<file path="src/hdl/ppmc_map.svh">
`ifndef PPMC_MAP_SVH
`define PPMC_MAP_SVH

// Register byte offsets.
`define PPMC_CTRL0_OFF      12'h000
`define PPMC_CTRL1_OFF      12'h004
`define PPMC_CMD0_OFF       12'h008
`define PPMC_CMD1_OFF       12'h00C
`define PPMC_STAT_OFF       12'h010
`define PPMC_FLAG_OFF       12'h014
`define PPMC_DEVCFG_OFF     12'h018

// Per-port control field positions.
`define PPMC_C_PORT_EN      0
`define PPMC_C_IDLE_PWD     1
`define PPMC_C_LPS_DIS      2
`define PPMC_C_SLEEP_ACK    3
`define PPMC_C_FWD_REM      4
`define PPMC_CTRL_RST       5'h01

// Device configuration field positions.
`define PPMC_D_CLK_HOLD     0
`define PPMC_D_CLK_LSB      1
`define PPMC_D_INH_DIS      3
`define PPMC_D_SINGLE       4
`define PPMC_DEVCFG_RST     5'h08

// Power mode command codes.
`define PPMC_CMD_SLEEPREQ   4'hB
`define PPMC_CMD_NORMAL     4'h3
`define PPMC_CMD_STANDBY    4'hC

// Timing figures in microseconds and derived cycle counts at 100 MHz.
`define PPMC_CLK_MHZ        100
`define PPMC_T_REQ_US       16
`define PPMC_T_ACK_US       8
`define PPMC_T_PD_US        400
`define PPMC_T_UVD_US       200
`define PPMC_N_REQ          (`PPMC_T_REQ_US * `PPMC_CLK_MHZ)
`define PPMC_N_ACK          (`PPMC_T_ACK_US * `PPMC_CLK_MHZ)
`define PPMC_N_PD           (`PPMC_T_PD_US * `PPMC_CLK_MHZ)
`define PPMC_N_UVD          (`PPMC_T_UVD_US * `PPMC_CLK_MHZ)

`endif

</file>
<file path="src/hdl/ppmc_pkg.sv">
package ppmc_pkg;

  typedef enum logic [2:0] {
    PPMC_NORMAL   = 3'h0,
    PPMC_STANDBY  = 3'h1,
    PPMC_SLEEPREQ = 3'h2,
    PPMC_SILENT   = 3'h3,
    PPMC_SLEEP    = 3'h4,
    PPMC_DISABLE  = 3'h5
  } ppmc_mode_t;

endpackage

</file>
<file path="src/hdl/ppmc_top.sv">
`timescale 1ns/1ps
`include "ppmc_map.svh"

module ppmc_top #(
  parameter int unsigned N_REQ = `PPMC_N_REQ,
  parameter int unsigned N_ACK = `PPMC_N_ACK,
  parameter int unsigned N_PD  = `PPMC_N_PD,
  parameter int unsigned N_UVD = `PPMC_N_UVD
) (
  input  wire logic        clk_i,
  input  wire logic        sys_rst_i,
  input  wire logic        psel_i,
  input  wire logic        penable_i,
  input  wire logic        pwrite_i,
  input  wire logic [11:0] paddr_i,
  input  wire logic [31:0] pwdata_i,
  output logic      [31:0] prdata_o,
  output logic             pready_o,
  output logic             pslverr_o,
  input  wire logic        power_good_i,
  input  wire logic        io_uv_i,
  input  wire logic        reset_pin_n_i,
  input  wire logic        enable_pin_i,
  input  wire logic        temp_uv_i,
  input  wire logic [1:0]  pcs_receive_valid_i,
  input  wire logic [1:0]  transmit_enable_pin_i,
  input  wire logic [1:0]  sleep_code_seen_i,
  input  wire logic [1:0]  sleep_signalling_active_i,
  input  wire logic [1:0]  wake_request_code_i,
  input  wire logic [1:0]  peer_confirm_i,
  input  wire logic [1:0]  channel_active_i,
  input  wire logic [1:0]  wake_event_flag_i,
  input  wire logic [1:0]  remote_activity_i,
  output logic      [1:0]  rx_force_low_o,
  output logic      [1:0]  mii_drive_en_o,
  output logic      [1:0]  pcs_enable_o,
  output logic      [1:0]  activity_detect_en_o,
  output logic      [1:0]  sleep_request_code_o,
  output logic             regulator_inhibit_out_o,
  output logic             osc_enable_o,
  output logic             device_sleep_o
);

  // Pin and supply inputs pass two flip-flops before use.
  localparam int NS = 5 + 9 * 2;
  logic [NS-1:0] s1_q;
  logic [NS-1:0] s2_q;
  wire  [NS-1:0] raw_in = {power_good_i, io_uv_i, reset_pin_n_i,
    enable_pin_i, temp_uv_i, pcs_receive_valid_i, transmit_enable_pin_i,
    sleep_code_seen_i, sleep_signalling_active_i, wake_request_code_i,
    peer_confirm_i, channel_active_i, wake_event_flag_i, remote_activity_i};

  always_ff @(posedge clk_i or posedge sys_rst_i)
  begin
    if (sys_rst_i)
    begin
      s1_q <= '0;
      s2_q <= '0;
    end
    else
    begin
      s1_q <= raw_in;
      s2_q <= s1_q;
    end
  end

  wire       pwr_ok  = s2_q[22];
  wire       io_uv   = s2_q[21];
  wire       rst_pin = ~s2_q[20];
  wire       en_pin  = s2_q[19];
  wire       tmp_uv  = s2_q[18];
  wire [1:0] rxdv    = s2_q[17:16];
  wire [1:0] transmit_enable_pin    = s2_q[15:14];
  wire [1:0] lps_rx  = s2_q[13:12];
  wire [1:0] lps_act = s2_q[11:10];
  wire [1:0] wur_rx  = s2_q[9:8];
  wire [1:0] confirm = s2_q[7:6];
  wire [1:0] chan    = s2_q[5:4];
  wire [1:0] wake_ev = s2_q[3:2];
  wire [1:0] rem_act = s2_q[1:0];

  // APB register file.
  logic [4:0] ctrl_q [2];
  logic [4:0] devcfg_q;
  logic [1:0] abort_q;
  logic [31:0] prdata_q;
  logic        pready_q;
  logic        pslverr_q;
  ppmc_pkg::ppmc_mode_t mode_q [2];

  wire acc     = psel_i & penable_i & ~pready_q;
  // Writes land at the edge that completes the transfer, with pready high.
  wire fin     = psel_i & penable_i & pready_q;
  wire wr      = fin & pwrite_i;
  wire hit_c0  = paddr_i == `PPMC_CTRL0_OFF;
  wire hit_c1  = paddr_i == `PPMC_CTRL1_OFF;
  wire hit_m0  = paddr_i == `PPMC_CMD0_OFF;
  wire hit_m1  = paddr_i == `PPMC_CMD1_OFF;
  wire hit_st  = paddr_i == `PPMC_STAT_OFF;
  wire hit_fl  = paddr_i == `PPMC_FLAG_OFF;
  wire hit_dc  = paddr_i == `PPMC_DEVCFG_OFF;
  wire any_sl  = (mode_q[0] == ppmc_pkg::PPMC_SLEEP) |
                 (mode_q[1] == ppmc_pkg::PPMC_SLEEP);
  wire known   = hit_c0 | hit_c1 | hit_m0 | hit_m1 | hit_st | hit_fl | hit_dc;
  // In Sleep only status reads and command reads or writes pass, and IO supply is needed.
  wire sl_ok   = ~any_sl | ((hit_st & ~pwrite_i) | hit_m0 | hit_m1) & ~io_uv;
  wire err     = ~known | ~sl_ok;
  wire [1:0] cmd_wr = {wr & hit_m1 & sl_ok, wr & hit_m0 & sl_ok};
  wire [3:0] cmd    = pwdata_i[3:0];
  wire [31:0] rd_mux =
      hit_c0 ? {27'h0, ctrl_q[0]} :
      hit_c1 ? {27'h0, ctrl_q[1]} :
      hit_st ? {26'h0, mode_q[1], mode_q[0]} :
      hit_fl ? {30'h0, abort_q} :
      hit_dc ? {27'h0, devcfg_q} : 32'h0;

  always_ff @(posedge clk_i or posedge sys_rst_i)
  begin
    if (sys_rst_i)
    begin
      prdata_q  <= 32'h0;
      pready_q  <= 1'b0;
      pslverr_q <= 1'b0;
      ctrl_q[0] <= `PPMC_CTRL_RST;
      ctrl_q[1] <= `PPMC_CTRL_RST;
      devcfg_q  <= `PPMC_DEVCFG_RST;
    end
    else
    begin
      pready_q  <= acc;
      pslverr_q <= acc & err;
      prdata_q  <= (acc & ~pwrite_i & ~err) ? rd_mux : 32'h0;
      if (wr & hit_c0 & ~err)
        ctrl_q[0] <= pwdata_i[4:0];
      if (wr & hit_c1 & ~err)
        ctrl_q[1] <= pwdata_i[4:0];
      if (wr & hit_dc & ~err)
        devcfg_q <= pwdata_i[4:0];
    end
  end

  assign prdata_o  = prdata_q;
  assign pready_o  = pready_q;
  assign pslverr_o = pslverr_q;

  wire single = devcfg_q[`PPMC_D_SINGLE];
  wire [1:0] flag_clr = {2{wr & hit_fl & ~err}} & pwdata_i[1:0];

  // Per-port mode machines with their own timers.
  genvar p;
  generate
    for (p = 0; p < 2; p++)
    begin : g_port
      logic [31:0] req_q;
      logic [31:0] ack_q;
      logic [31:0] idle_q;
      logic [31:0] uvd_q;
      ppmc_pkg::ppmc_mode_t nxt;
      wire en_bit  = ctrl_q[p][`PPMC_C_PORT_EN] & ~(single & (p == 1));
      wire lps_dis = ctrl_q[p][`PPMC_C_LPS_DIS];
      wire ack_en  = ctrl_q[p][`PPMC_C_SLEEP_ACK];
      wire data    = rxdv[p] | transmit_enable_pin[p];
      wire req_exp = req_q >= N_REQ;
      wire ack_run = ack_q < N_ACK;
      wire wake    = (ctrl_q[p][`PPMC_C_FWD_REM] & wake_ev[p]) | wur_rx[p];
      wire go_sreq = (cmd_wr[p] & cmd == `PPMC_CMD_SLEEPREQ)
          | (ctrl_q[p][`PPMC_C_IDLE_PWD] & idle_q >= N_PD)
          | (~lps_dis & lps_rx[p] & lps_act[p]);
      wire back_n  = (cmd_wr[p] & cmd == `PPMC_CMD_NORMAL)
          | wake
          | (~ack_en & data);
      wire uv_tmp  = tmp_uv | io_uv;
      wire in_sl   = mode_q[p] == ppmc_pkg::PPMC_SLEEP;
      wire in_sb   = mode_q[p] == ppmc_pkg::PPMC_STANDBY;

      always_comb
      begin
        nxt = mode_q[p];
        // Priority order: power, IO undervoltage, reset, enable, temp/supply.
        if (!pwr_ok)
          nxt = ppmc_pkg::PPMC_STANDBY;
        else if (io_uv & ~in_sl)
          nxt = (in_sb & uvd_q >= N_UVD) ? ppmc_pkg::PPMC_SLEEP
                                         : ppmc_pkg::PPMC_STANDBY;
        else if (rst_pin & ~in_sl)
          nxt = ppmc_pkg::PPMC_STANDBY;
        else if (~en_pin | ~en_bit)
          nxt = (in_sl & en_pin) ? mode_q[p] : ppmc_pkg::PPMC_DISABLE;
        else if (uv_tmp & ~in_sl)
          nxt = (in_sb & uvd_q >= N_UVD) ? ppmc_pkg::PPMC_SLEEP
                                         : ppmc_pkg::PPMC_STANDBY;
        else
        begin
          case (mode_q[p])
            ppmc_pkg::PPMC_NORMAL:
              if (go_sreq)
                nxt = ppmc_pkg::PPMC_SLEEPREQ;
            ppmc_pkg::PPMC_STANDBY:
              if (cmd_wr[p] & cmd == `PPMC_CMD_NORMAL)
                nxt = ppmc_pkg::PPMC_NORMAL;
            ppmc_pkg::PPMC_SLEEPREQ:
              if (back_n & (~ack_en | ack_run))
                nxt = ppmc_pkg::PPMC_NORMAL;
              else if (~lps_dis & confirm[p] & (~ack_en | ~ack_run))
                nxt = ppmc_pkg::PPMC_SILENT;
              else if (lps_dis & req_exp)
                nxt = ppmc_pkg::PPMC_SLEEP;
              else if (~lps_dis & req_exp)
                nxt = ppmc_pkg::PPMC_NORMAL;
            ppmc_pkg::PPMC_SILENT:
              if (req_exp & chan[p])
                nxt = ppmc_pkg::PPMC_NORMAL;
              else if (~chan[p] & req_exp)
                nxt = ppmc_pkg::PPMC_SLEEP;
            ppmc_pkg::PPMC_SLEEP:
              if ((cmd_wr[p] & cmd == `PPMC_CMD_STANDBY) | rem_act[p])
                nxt = ppmc_pkg::PPMC_STANDBY;
            ppmc_pkg::PPMC_DISABLE:
              nxt = ppmc_pkg::PPMC_STANDBY;
            default:
              nxt = ppmc_pkg::PPMC_STANDBY;
          endcase
        end
      end

      wire chg = nxt != mode_q[p];
      always_ff @(posedge clk_i or posedge sys_rst_i)
      begin
        if (sys_rst_i)
        begin
          mode_q[p]  <= ppmc_pkg::PPMC_STANDBY;
          req_q      <= 32'h0;
          ack_q      <= 32'h0;
          idle_q     <= 32'h0;
          uvd_q      <= 32'h0;
          abort_q[p] <= 1'b0;
        end
        else
        begin
          mode_q[p] <= nxt;
          req_q  <= (chg & nxt != ppmc_pkg::PPMC_SILENT) ? 32'h0 :
                    req_exp ? req_q : req_q + 32'h1;
          ack_q  <= chg ? 32'h0 : ack_run ? ack_q + 32'h1 : ack_q;
          idle_q <= (data | mode_q[p] != ppmc_pkg::PPMC_NORMAL) ? 32'h0 :
                    (idle_q >= N_PD) ? idle_q : idle_q + 32'h1;
          uvd_q  <= (uv_tmp & in_sb & pwr_ok) ?
                    ((uvd_q >= N_UVD) ? uvd_q : uvd_q + 32'h1) : 32'h0;
          abort_q[p] <= (mode_q[p] == ppmc_pkg::PPMC_SILENT &
                         nxt == ppmc_pkg::PPMC_NORMAL) |
                        (abort_q[p] & ~flag_clr[p]);
        end
      end
    end
  endgenerate

  // Shared combiner and per-port pin controls.
  wire [1:0] p_sl, p_dis, p_sb, p_run;
  for (genvar q = 0; q < 2; q++)
  begin : g_cmb
    assign p_sl[q]  = mode_q[q] == ppmc_pkg::PPMC_SLEEP;
    assign p_dis[q] = ~ctrl_q[q][`PPMC_C_PORT_EN];
    assign p_sb[q]  = mode_q[q] == ppmc_pkg::PPMC_STANDBY;
    assign p_run[q] = mode_q[q] == ppmc_pkg::PPMC_NORMAL |
                      mode_q[q] == ppmc_pkg::PPMC_SLEEPREQ;
  end
  wire dev_sl = single ? p_sl[0]
                       : &(p_sl | p_dis);
  wire all_dis = &(p_dis | {single, 1'b0}) | ~en_pin;
  wire [1:0] clk_sel = devcfg_q[`PPMC_D_CLK_LSB +: 2];
  wire osc = dev_sl ? devcfg_q[`PPMC_D_CLK_HOLD] & ~clk_sel[1]
                    : |p_run & clk_sel != 2'h3;
  wire regulator_inhibit_out = dev_sl ? 1'b0 :
             all_dis ? devcfg_q[`PPMC_D_INH_DIS] : 1'b1;

  always_ff @(posedge clk_i or posedge sys_rst_i)
  begin
    if (sys_rst_i)
    begin
      rx_force_low_o          <= 2'h0;
      mii_drive_en_o          <= 2'h0;
      pcs_enable_o            <= 2'h0;
      activity_detect_en_o    <= 2'h0;
      sleep_request_code_o    <= 2'h0;
      regulator_inhibit_out_o <= 1'b1;
      osc_enable_o            <= 1'b0;
      device_sleep_o          <= 1'b0;
    end
    else
    begin
      rx_force_low_o          <= p_sb;
      mii_drive_en_o          <= p_run;
      pcs_enable_o            <= p_run;
      activity_detect_en_o    <= p_sb | p_sl;
      sleep_request_code_o[0] <= mode_q[0] == ppmc_pkg::PPMC_SLEEPREQ;
      sleep_request_code_o[1] <= mode_q[1] == ppmc_pkg::PPMC_SLEEPREQ;
      regulator_inhibit_out_o <= regulator_inhibit_out;
      osc_enable_o            <= osc;
      device_sleep_o          <= dev_sl;
    end
  end

endmodule

</file>
<file path="config.mk">
export PLATFORM = sky130hd
export DESIGN_NAME = ppmc_top
export DESIGN_NICKNAME = d
export VERILOG_FILES = /design/src/hdl/ppmc_pkg.sv /design/src/hdl/ppmc_top.sv
export VERILOG_INCLUDE_DIRS = /design/src /design/src/hdl
export SDC_FILE = /design/constraint.sdc
export NUM_CORES = 1
export LEC_CHECK = 0
export ABC_AREA = 1
export BUFFER_PORTS_ARGS = -buffer_cell sky130_fd_sc_hd__buf_2
export CAP_MARGIN = 20
export CORE_AREA = 2 2 161 163
export CTS_CLUSTER_SIZE = 28
export DETAILED_ROUTE_END_ITERATION = 8
export DIE_AREA = 0 0 163 165
export PLACE_DENSITY = 0.79
export SYNTH_ARGS = -nofsm -noshare
export SYNTH_HDL_FRONTEND = slang
export SYNTH_SLANG_ARGS = --single-unit
</file>
<file path="constraint.sdc">
create_clock -name clk_i -period 13.3 [get_ports clk_i]
set_input_delay 2.66 -clock clk_i [delete_from_list [all_inputs] [get_ports clk_i]]
set_output_delay 2.66 -clock clk_i [all_outputs]
set_load 0.02 [all_outputs]
</file>
---- Yosys cells after proc, flatten, opt, wreduce, memory -nomap -nowiden ----
Cells that the tools add are included.
word-level totals
  flip-flop bits (word level) ............. 344
  output and inout bits ................... 47
  word-level logic and storage cells ...... 286
operators by class
  add/sub/neg operators ................... 8
  order comparisons ....................... 8
  equal/unequal tests ..................... 28
  muxes and demuxes ....................... 60
  bitwise operators ....................... 143
  reduce and logical (&&, ||, !) cells .... 12
operator list
  kind                                                                                   number
  32-bit two-way mux                                                                     16
  32-bit by 1-bit adder with 32-bit output, second input constant                        8
  3-bit two-way mux                                                                      32
  1-bit bitwise AND                                                                      74
  32-bit by 11-bit greater-or-equal comparator with 1-bit output, second input constant  2
  32-bit by 15-bit greater-or-equal comparator with 1-bit output, second input constant  2
  32-bit by 16-bit greater-or-equal comparator with 1-bit output, second input constant  2
  32-bit by 10-bit less-than comparator with 1-bit output, second input constant         2
  1-bit OR                                                                               39
  12-bit by 5-bit equality test with 1-bit output, second input constant                 3
  3-bit one-hot mux with 5 select lines                                                  2
  1-bit NOT                                                                              26
  12-bit by 4-bit equality test with 1-bit output, second input constant                 2
  6-bit two-way mux                                                                      4
  12-bit by 3-bit equality test with 1-bit output, second input constant                 1
  3-bit by 2-bit equality test with 1-bit output, second input constant                  4
  12-bit logical NOT                                                                     1
  3-bit logical NOT                                                                      4
  5-bit two-way mux                                                                      2
  2-bit inequality test, second input constant                                           5
  4-bit equality test, second input constant                                             2
  3-bit by 1-bit equality test with 1-bit output, second input constant                  2
  3-bit equality test, second input constant                                             2
  3-bit by 2-bit inequality test with 1-bit output, second input constant                2
  other kinds (10)                                                                       20

---- Logic depth before layout (Yosys ltp) ----
  word-level depth ........................ 21
  gate-level depth with buffers ........... 24
  mapped depth without buffers ............ 23

---- Worst setup path after synthesis ----
Ideal clock, no wire load.
  kind .................................... input to register
  start ................................... input port paddr_i[11]
  end ..................................... register g_port[0].req_q[0]
  library setup time ...................... 0.127 ns
  data arrival time ....................... 4.423 ns
  setup slack ............................. 8.751 ns
  cell stages on the path ................. 21
  path buffers ............................ 1
  path through ............................ nor2_1 > nand2_2 > nor2_4 > nand3_1 > nand2_1 > nand2_2 > nand2_4 > nand3_1 > nand2_1 > nand2_1 > nand2_1 > nand3_1 > nand2_1 > nand2_1 > nand2_1 > nand2_1 > nand2_1 > nand2_1 > nand2_1 > buf_2 > a21oi_2
between the ends
  word-level cells in the longest chain between the ends .. 21
  elaborated cells on any way between the ends .. 34
ends and longest elaborated chain
  what                                                                                                     RTL line                          RTL
  start, declared                                                                                          ppmc_top.sv:15                    input wire logic [11:0] paddr_i,
  12-bit by 5-bit equality test with 1-bit output (no source line)                                         n/a
  1-bit bitwise AND                                                                                        ppmc_top.sv:106                   wire sl_ok = ~any_sl | ((hit_st & ~pwrite_i) | hit_m0 | hit_m1) & ~io_uv;
  1-bit OR (2 in series)                                                                                   ppmc_top.sv:106
  1-bit bitwise AND                                                                                        ppmc_top.sv:106
  1-bit OR                                                                                                 ppmc_top.sv:106
  1-bit bitwise AND *                                                                                      ppmc_top.sv:108                   wire [1:0] cmd_wr = {wr & hit_m1 & sl_ok, wr & hit_m0 & sl_ok};
  1-bit bitwise AND (no source line)                                                                       n/a
  1-bit OR (2 in series)                                                                                   ppmc_top.sv:169                   wire back_n = (cmd_wr[p] & cmd == `PPMC_CMD_NORMAL)
  [... 4 more ...]                                                                                         n/a
  3-bit two-way mux *                                                                                      ppmc_top.sv:187                   else if (~en_pin | ~en_bit)
  3-bit two-way mux *                                                                                      ppmc_top.sv:185                   else if (rst_pin & ~in_sl)
  3-bit two-way mux *                                                                                      ppmc_top.sv:182                   else if (io_uv & ~in_sl)
  3-bit two-way mux *                                                                                      ppmc_top.sv:180                   if (!pwr_ok)
  net g_port[0].nxt[0]                                                                                     ppmc_top.sv:158                   ppmc_pkg::ppmc_mode_t nxt;
  3-bit inequality test or 3-bit by 2-bit inequality test with 1-bit output (tied branches)                ppmc_top.sv:226, ppmc_top.sv:241
  1-bit bitwise AND *                                                                                      ppmc_top.sv:241                   req_q <= (chg & nxt != ppmc_pkg::PPMC_SILENT) ? 32'h0 :
  2-bit by 1-bit inequality test with 1-bit output (no source line) or 32-bit two-way mux (tied branches)  n/a
  end signal, assigned                                                                                     ppmc_top.sv:241
  end, declared                                                                                            ppmc_top.sv:154                   logic [31:0] req_q;
Mark *: on every way through the listed nets, which the timed path passes. The rest lies on a longest branch.
A chain may end at the register's enable or synchronous reset.

---- Final worst setup path ----
  start ................................... input port paddr_i[7]
  end ..................................... register g_port[1].req_q[5]
between the ends
  word-level cells in the longest chain between the ends .. 21
  elaborated cells on any way between the ends .. 34
ends and longest elaborated chain
  what                                                                                                     RTL line                          RTL
  12-bit by 5-bit equality test with 1-bit output (no source line)                                         n/a
  1-bit bitwise AND                                                                                        ppmc_top.sv:106
  1-bit OR (2 in series)                                                                                   ppmc_top.sv:106
  1-bit bitwise AND                                                                                        ppmc_top.sv:106
  1-bit OR                                                                                                 ppmc_top.sv:106
  1-bit bitwise AND *                                                                                      ppmc_top.sv:108
  1-bit bitwise AND (no source line)                                                                       n/a
  1-bit OR (2 in series)                                                                                   ppmc_top.sv:169
  [... 3 more ...]                                                                                         n/a
  3-bit two-way mux *                                                                                      ppmc_top.sv:189                   else if (uv_tmp & ~in_sl)
  3-bit two-way mux *                                                                                      ppmc_top.sv:187
  3-bit two-way mux *                                                                                      ppmc_top.sv:185
  3-bit two-way mux *                                                                                      ppmc_top.sv:182
  3-bit two-way mux *                                                                                      ppmc_top.sv:180
  3-bit inequality test or 3-bit by 2-bit inequality test with 1-bit output (tied branches)                ppmc_top.sv:226, ppmc_top.sv:241
  1-bit bitwise AND *                                                                                      ppmc_top.sv:241
  2-bit by 1-bit inequality test with 1-bit output (no source line) or 32-bit two-way mux (tied branches)  n/a
  end signal, assigned                                                                                     ppmc_top.sv:241
  end, declared                                                                                            ppmc_top.sv:154
Mark *: on every way between the ends. The rest lies on a longest branch, timed or not.

==> results.sh <==
export IMPL_pwr_density_cell_nw_per_um2=129
export IMPL_cp_required_ns=13.70
export IMPL_cpPeakStageDelay_ns=0.62
export IMPL_max_freq_mhz=189
export IMPL_synth_warnings=0
export IMPL_critPathSlowestCell="nand3_4"
export IMPL_synthesis_area_um2=14900
export IMPL_start_kind="input port"
export IMPL_crit_type="input port to flip-flop"
export IMPL_vias=10735
export IMPL_overflow=0
export IMPL_track_usage_pct=22.4
export IMPL_hold_class="flip-flop to flip-flop"
export IMPL_power_frac_seq_pct=50.4
export IMPL_finalWeightedCongestion=0.900
export IMPL_layout_cells_non_filler=2071
export IMPL_cts_resized=0
export IMPL_synthCells=1640
export IMPL_worst_path_max_fanout=64
export IMPL_yosys_area_top_type="dfrtp_1"
export IMPL_comb_power_share_pct=5.0
export IMPL_whs_path_depth=0
export IMPL_crit_family="simple AND/OR/NAND/NOR gates"
export IMPL_slew_violations=0
export IMPL_grt_pass1_wl_mm=49.0
export IMPL_drive_gt1_share_pct=11.0
export IMPL_synth_area_leaders="dfrtp_1 (57%), inv_1 (7.6%), nor2_1 (5.8%), nand2_1 (5.2%), a21oi_2 (2.8%)"
export IMPL_cts_buffers=36
export IMPL_cp_num_cells=17
export IMPL_nets=1800
export IMPL_first_pass_iters=5
export IMPL_antenna_found_initial=3
export IMPL_cts_tree="yes"
export IMPL_finalCriticalPeriod_ns=5.28
export IMPL_finalSetupViolCount=0
export IMPL_swShare_pct=22.2
export IMPL_async_flop_share_pct=100
export IMPL_clk_pin_slew_ns=0.06
export IMPL_post_drt_wl_per_cell_um=13.9
export IMPL_internal_power_w=0.00166
export IMPL_grt_pass1_vias=10620
export IMPL_seq_area_frac_synth_pct=57.7
export IMPL_pre_cts_ws_ns=7.55
export IMPL_ys_types=46
export IMPL_fin_area_um2=16600
export IMPL_end_kind="flip-flop"
export IMPL_power_switching_w=0.000474
export IMPL_cts_path_max_buffers=3
export IMPL_io_buffers=65
export IMPL_wirelength_mm=28.8
export IMPL_drcViolationCount=0
export IMPL_num_io_pins=119
export IMPL_clock_root_buffer="clkbuf_16"
export IMPL_antenna_left=0
export IMPL_die_h_um=165
export IMPL_timing_slew_headroom_pct=32.1
export IMPL_fp_row_count=58
export IMPL_grt_max_degree=194
export IMPL_post_route_period_util_pct=39.7
export IMPL_synth_flop_cell="dfrtp_1"
export IMPL_dp_cells=2005
export IMPL_cp_num_buf_inv=1
export IMPL_h_tree_depth=2
export IMPL_arrival_ns=5.68
export IMPL_setup_slack_ns=8.02
export IMPL_path_cells="buf_2 > nor2_1 > nand2_1 > nor4_1 > nand3_1 > nand3_1 > nand2_1 > nand3b_1 > nand2_1 > nand2_1 > nand2_1 > nand2_1 > nand2_1 > nand2_1 > nand2_1 > nand3_4 > a21oi_1"
export IMPL_drt_iter0_drc=861
export IMPL_synth_top_area_share_pct=56.6
export IMPL_syn2layout_area_growth_pct=11.0
export IMPL_cts_setup_buffers=0
export IMPL_crit_top_cell="nand2_1"
export IMPL_synth_edff_count=0
export IMPL_p_leak_nw=7.69
export IMPL_tightest_slew_ns=1.02
export IMPL_dieArea_um2=26900
export IMPL_fp_coreArea_um2=25000
export IMPL_hpwl_mm=19.5
export IMPL_setup_tns_final_ns=0
export IMPL_place_area_um2=15400
export IMPL_hold_viol=0
export IMPL_ir_drop_uv=126
export IMPL_ys_ff_latch=344
export IMPL_rsz0062_at_grt="false"
export IMPL_clkPwrFrac_pct=44.6
export IMPL_drv_cap=0
export IMPL_num_fill_cells=1988
export IMPL_die_w_um=163
export IMPL_initial_core_util_pct=59.6
export IMPL_clkSinkCount=344
export IMPL_vias_per_cell=5.18
export IMPL_status="complete, no violations"
export IMPL_insertion_delay_ns=0.50
export IMPL_cts_hold_buf=0
export IMPL_syn_avg_cell_area_um2=9.10
export IMPL_r2r_worst_path_cells=17
export IMPL_synth_most_common_cell="dfrtp_1"
export IMPL_skew_ns=0.0100
export IMPL_ys_top_cells_by_count="dfrtp_1 (338), inv_1 (304), nor2_1 (229)"
[path summary, 6_finish.rpt]
kind,start,endpoint,slack (ns)
worst min-delay path,s1_q[12],s2_q[12],0.35
worst max register to register,g_port[0].req_q[25],g_port[0].req_q[29],9.69
worst min register to register,s1_q[12],s2_q[12],0.35
worst max-delay path,paddr_i[7],g_port[1].req_q[5],8.02
min in group asynchronous,sys_rst_i,g_port[0].idle_q[12],2.09
max in group asynchronous,sys_rst_i,g_port[1].uvd_q[28],9.41
[placed cells by master, fill, tap and decap left out, drive strengths merged, types with 6 or more instances in the layout]
master and instances:
clkbuf 58, nand4 45, xnor2 7, xor2 23, ha 14, dfstp 6
a211oi 9, o21a 10, a31oi 6, nand2 211, nand3 74, nor3 60
buf 70, conb 26, dfrtp 338, inv 307, a21oi 121, o21ai 68
nor4 21, nor2 235
[per-layer routing]
layer	part of all wire, %	vias to the layer above	track usage, %
met5	0	-	0
met4	1.8	0	5.83
met3	6.0	43	4.37
met2	48	230	37.4
met1	44	5159	30.3
li1	-	5303	-
[cell type report]
cell class	instances	area, um2	share of cell area, %
antenna	2	5.00	0.0302
tap	330	413	2.49
clock buffer	58	1070	6.48
clock inverter	5	53.8	0.325
sequential	344	8620	52.0
timing repair buffer	70	395	2.39
multi-input combinational	954	4850	29.3
inverter	308	1160	7.02
[logic make-up (layout without fill, tap and decap cells)]
group	count (synthesis)	count (layout)	synth area share, %
simple gates	654	654	19.3
buf+inv	367	441	10.4
flops	344	344	57.7
compound gates	230	230	9.59
xor+xnor	30	30	1.76
fa+ha+maj	14	14	1.17
other cells	1	28	0.0251
[flip-flops by register name, indices dropped and copies added (netlist names), 5 cells and up]
name / count
g_port.req_q: 64
prdata_o: 6
mode_q: 6
g_port.idle_q: 64
g_port.uvd_q: 64
s1_q: 23
g_port.ack_q: 64
s2_q: 23
ctrl_q: 10
devcfg_q: 5
[through the flow]
stage	hold WS (ns)	total power (W)	util, %
finish	0.347	0.00214	66.2
global route	0.350	0.00222	66.2
CTS	0.348	0.00215	66.1
detailed placement	0.335	0.00120	61.6
global placement	0.335	0.00120	61.6
floorplan	0.331	0.00118	-
[power by group through the flow]
stage / Sequential (W) / Combinational, W / Clock, W
after global placement: 0.00110 / 0.000104 / 0
after detailed placement: 0.00110 / 0.000107 / 0
after CTS: 0.00108 / 0.000108 / 0.000968
after global routing: 0.00108 / 0.000123 / 0.00101
final: 0.00108 / 0.000106 / 0.000952
after floorplan: 0.00109 / 0.0000892 / 0
Note: power is estimated with default switching activity, not from simulation.
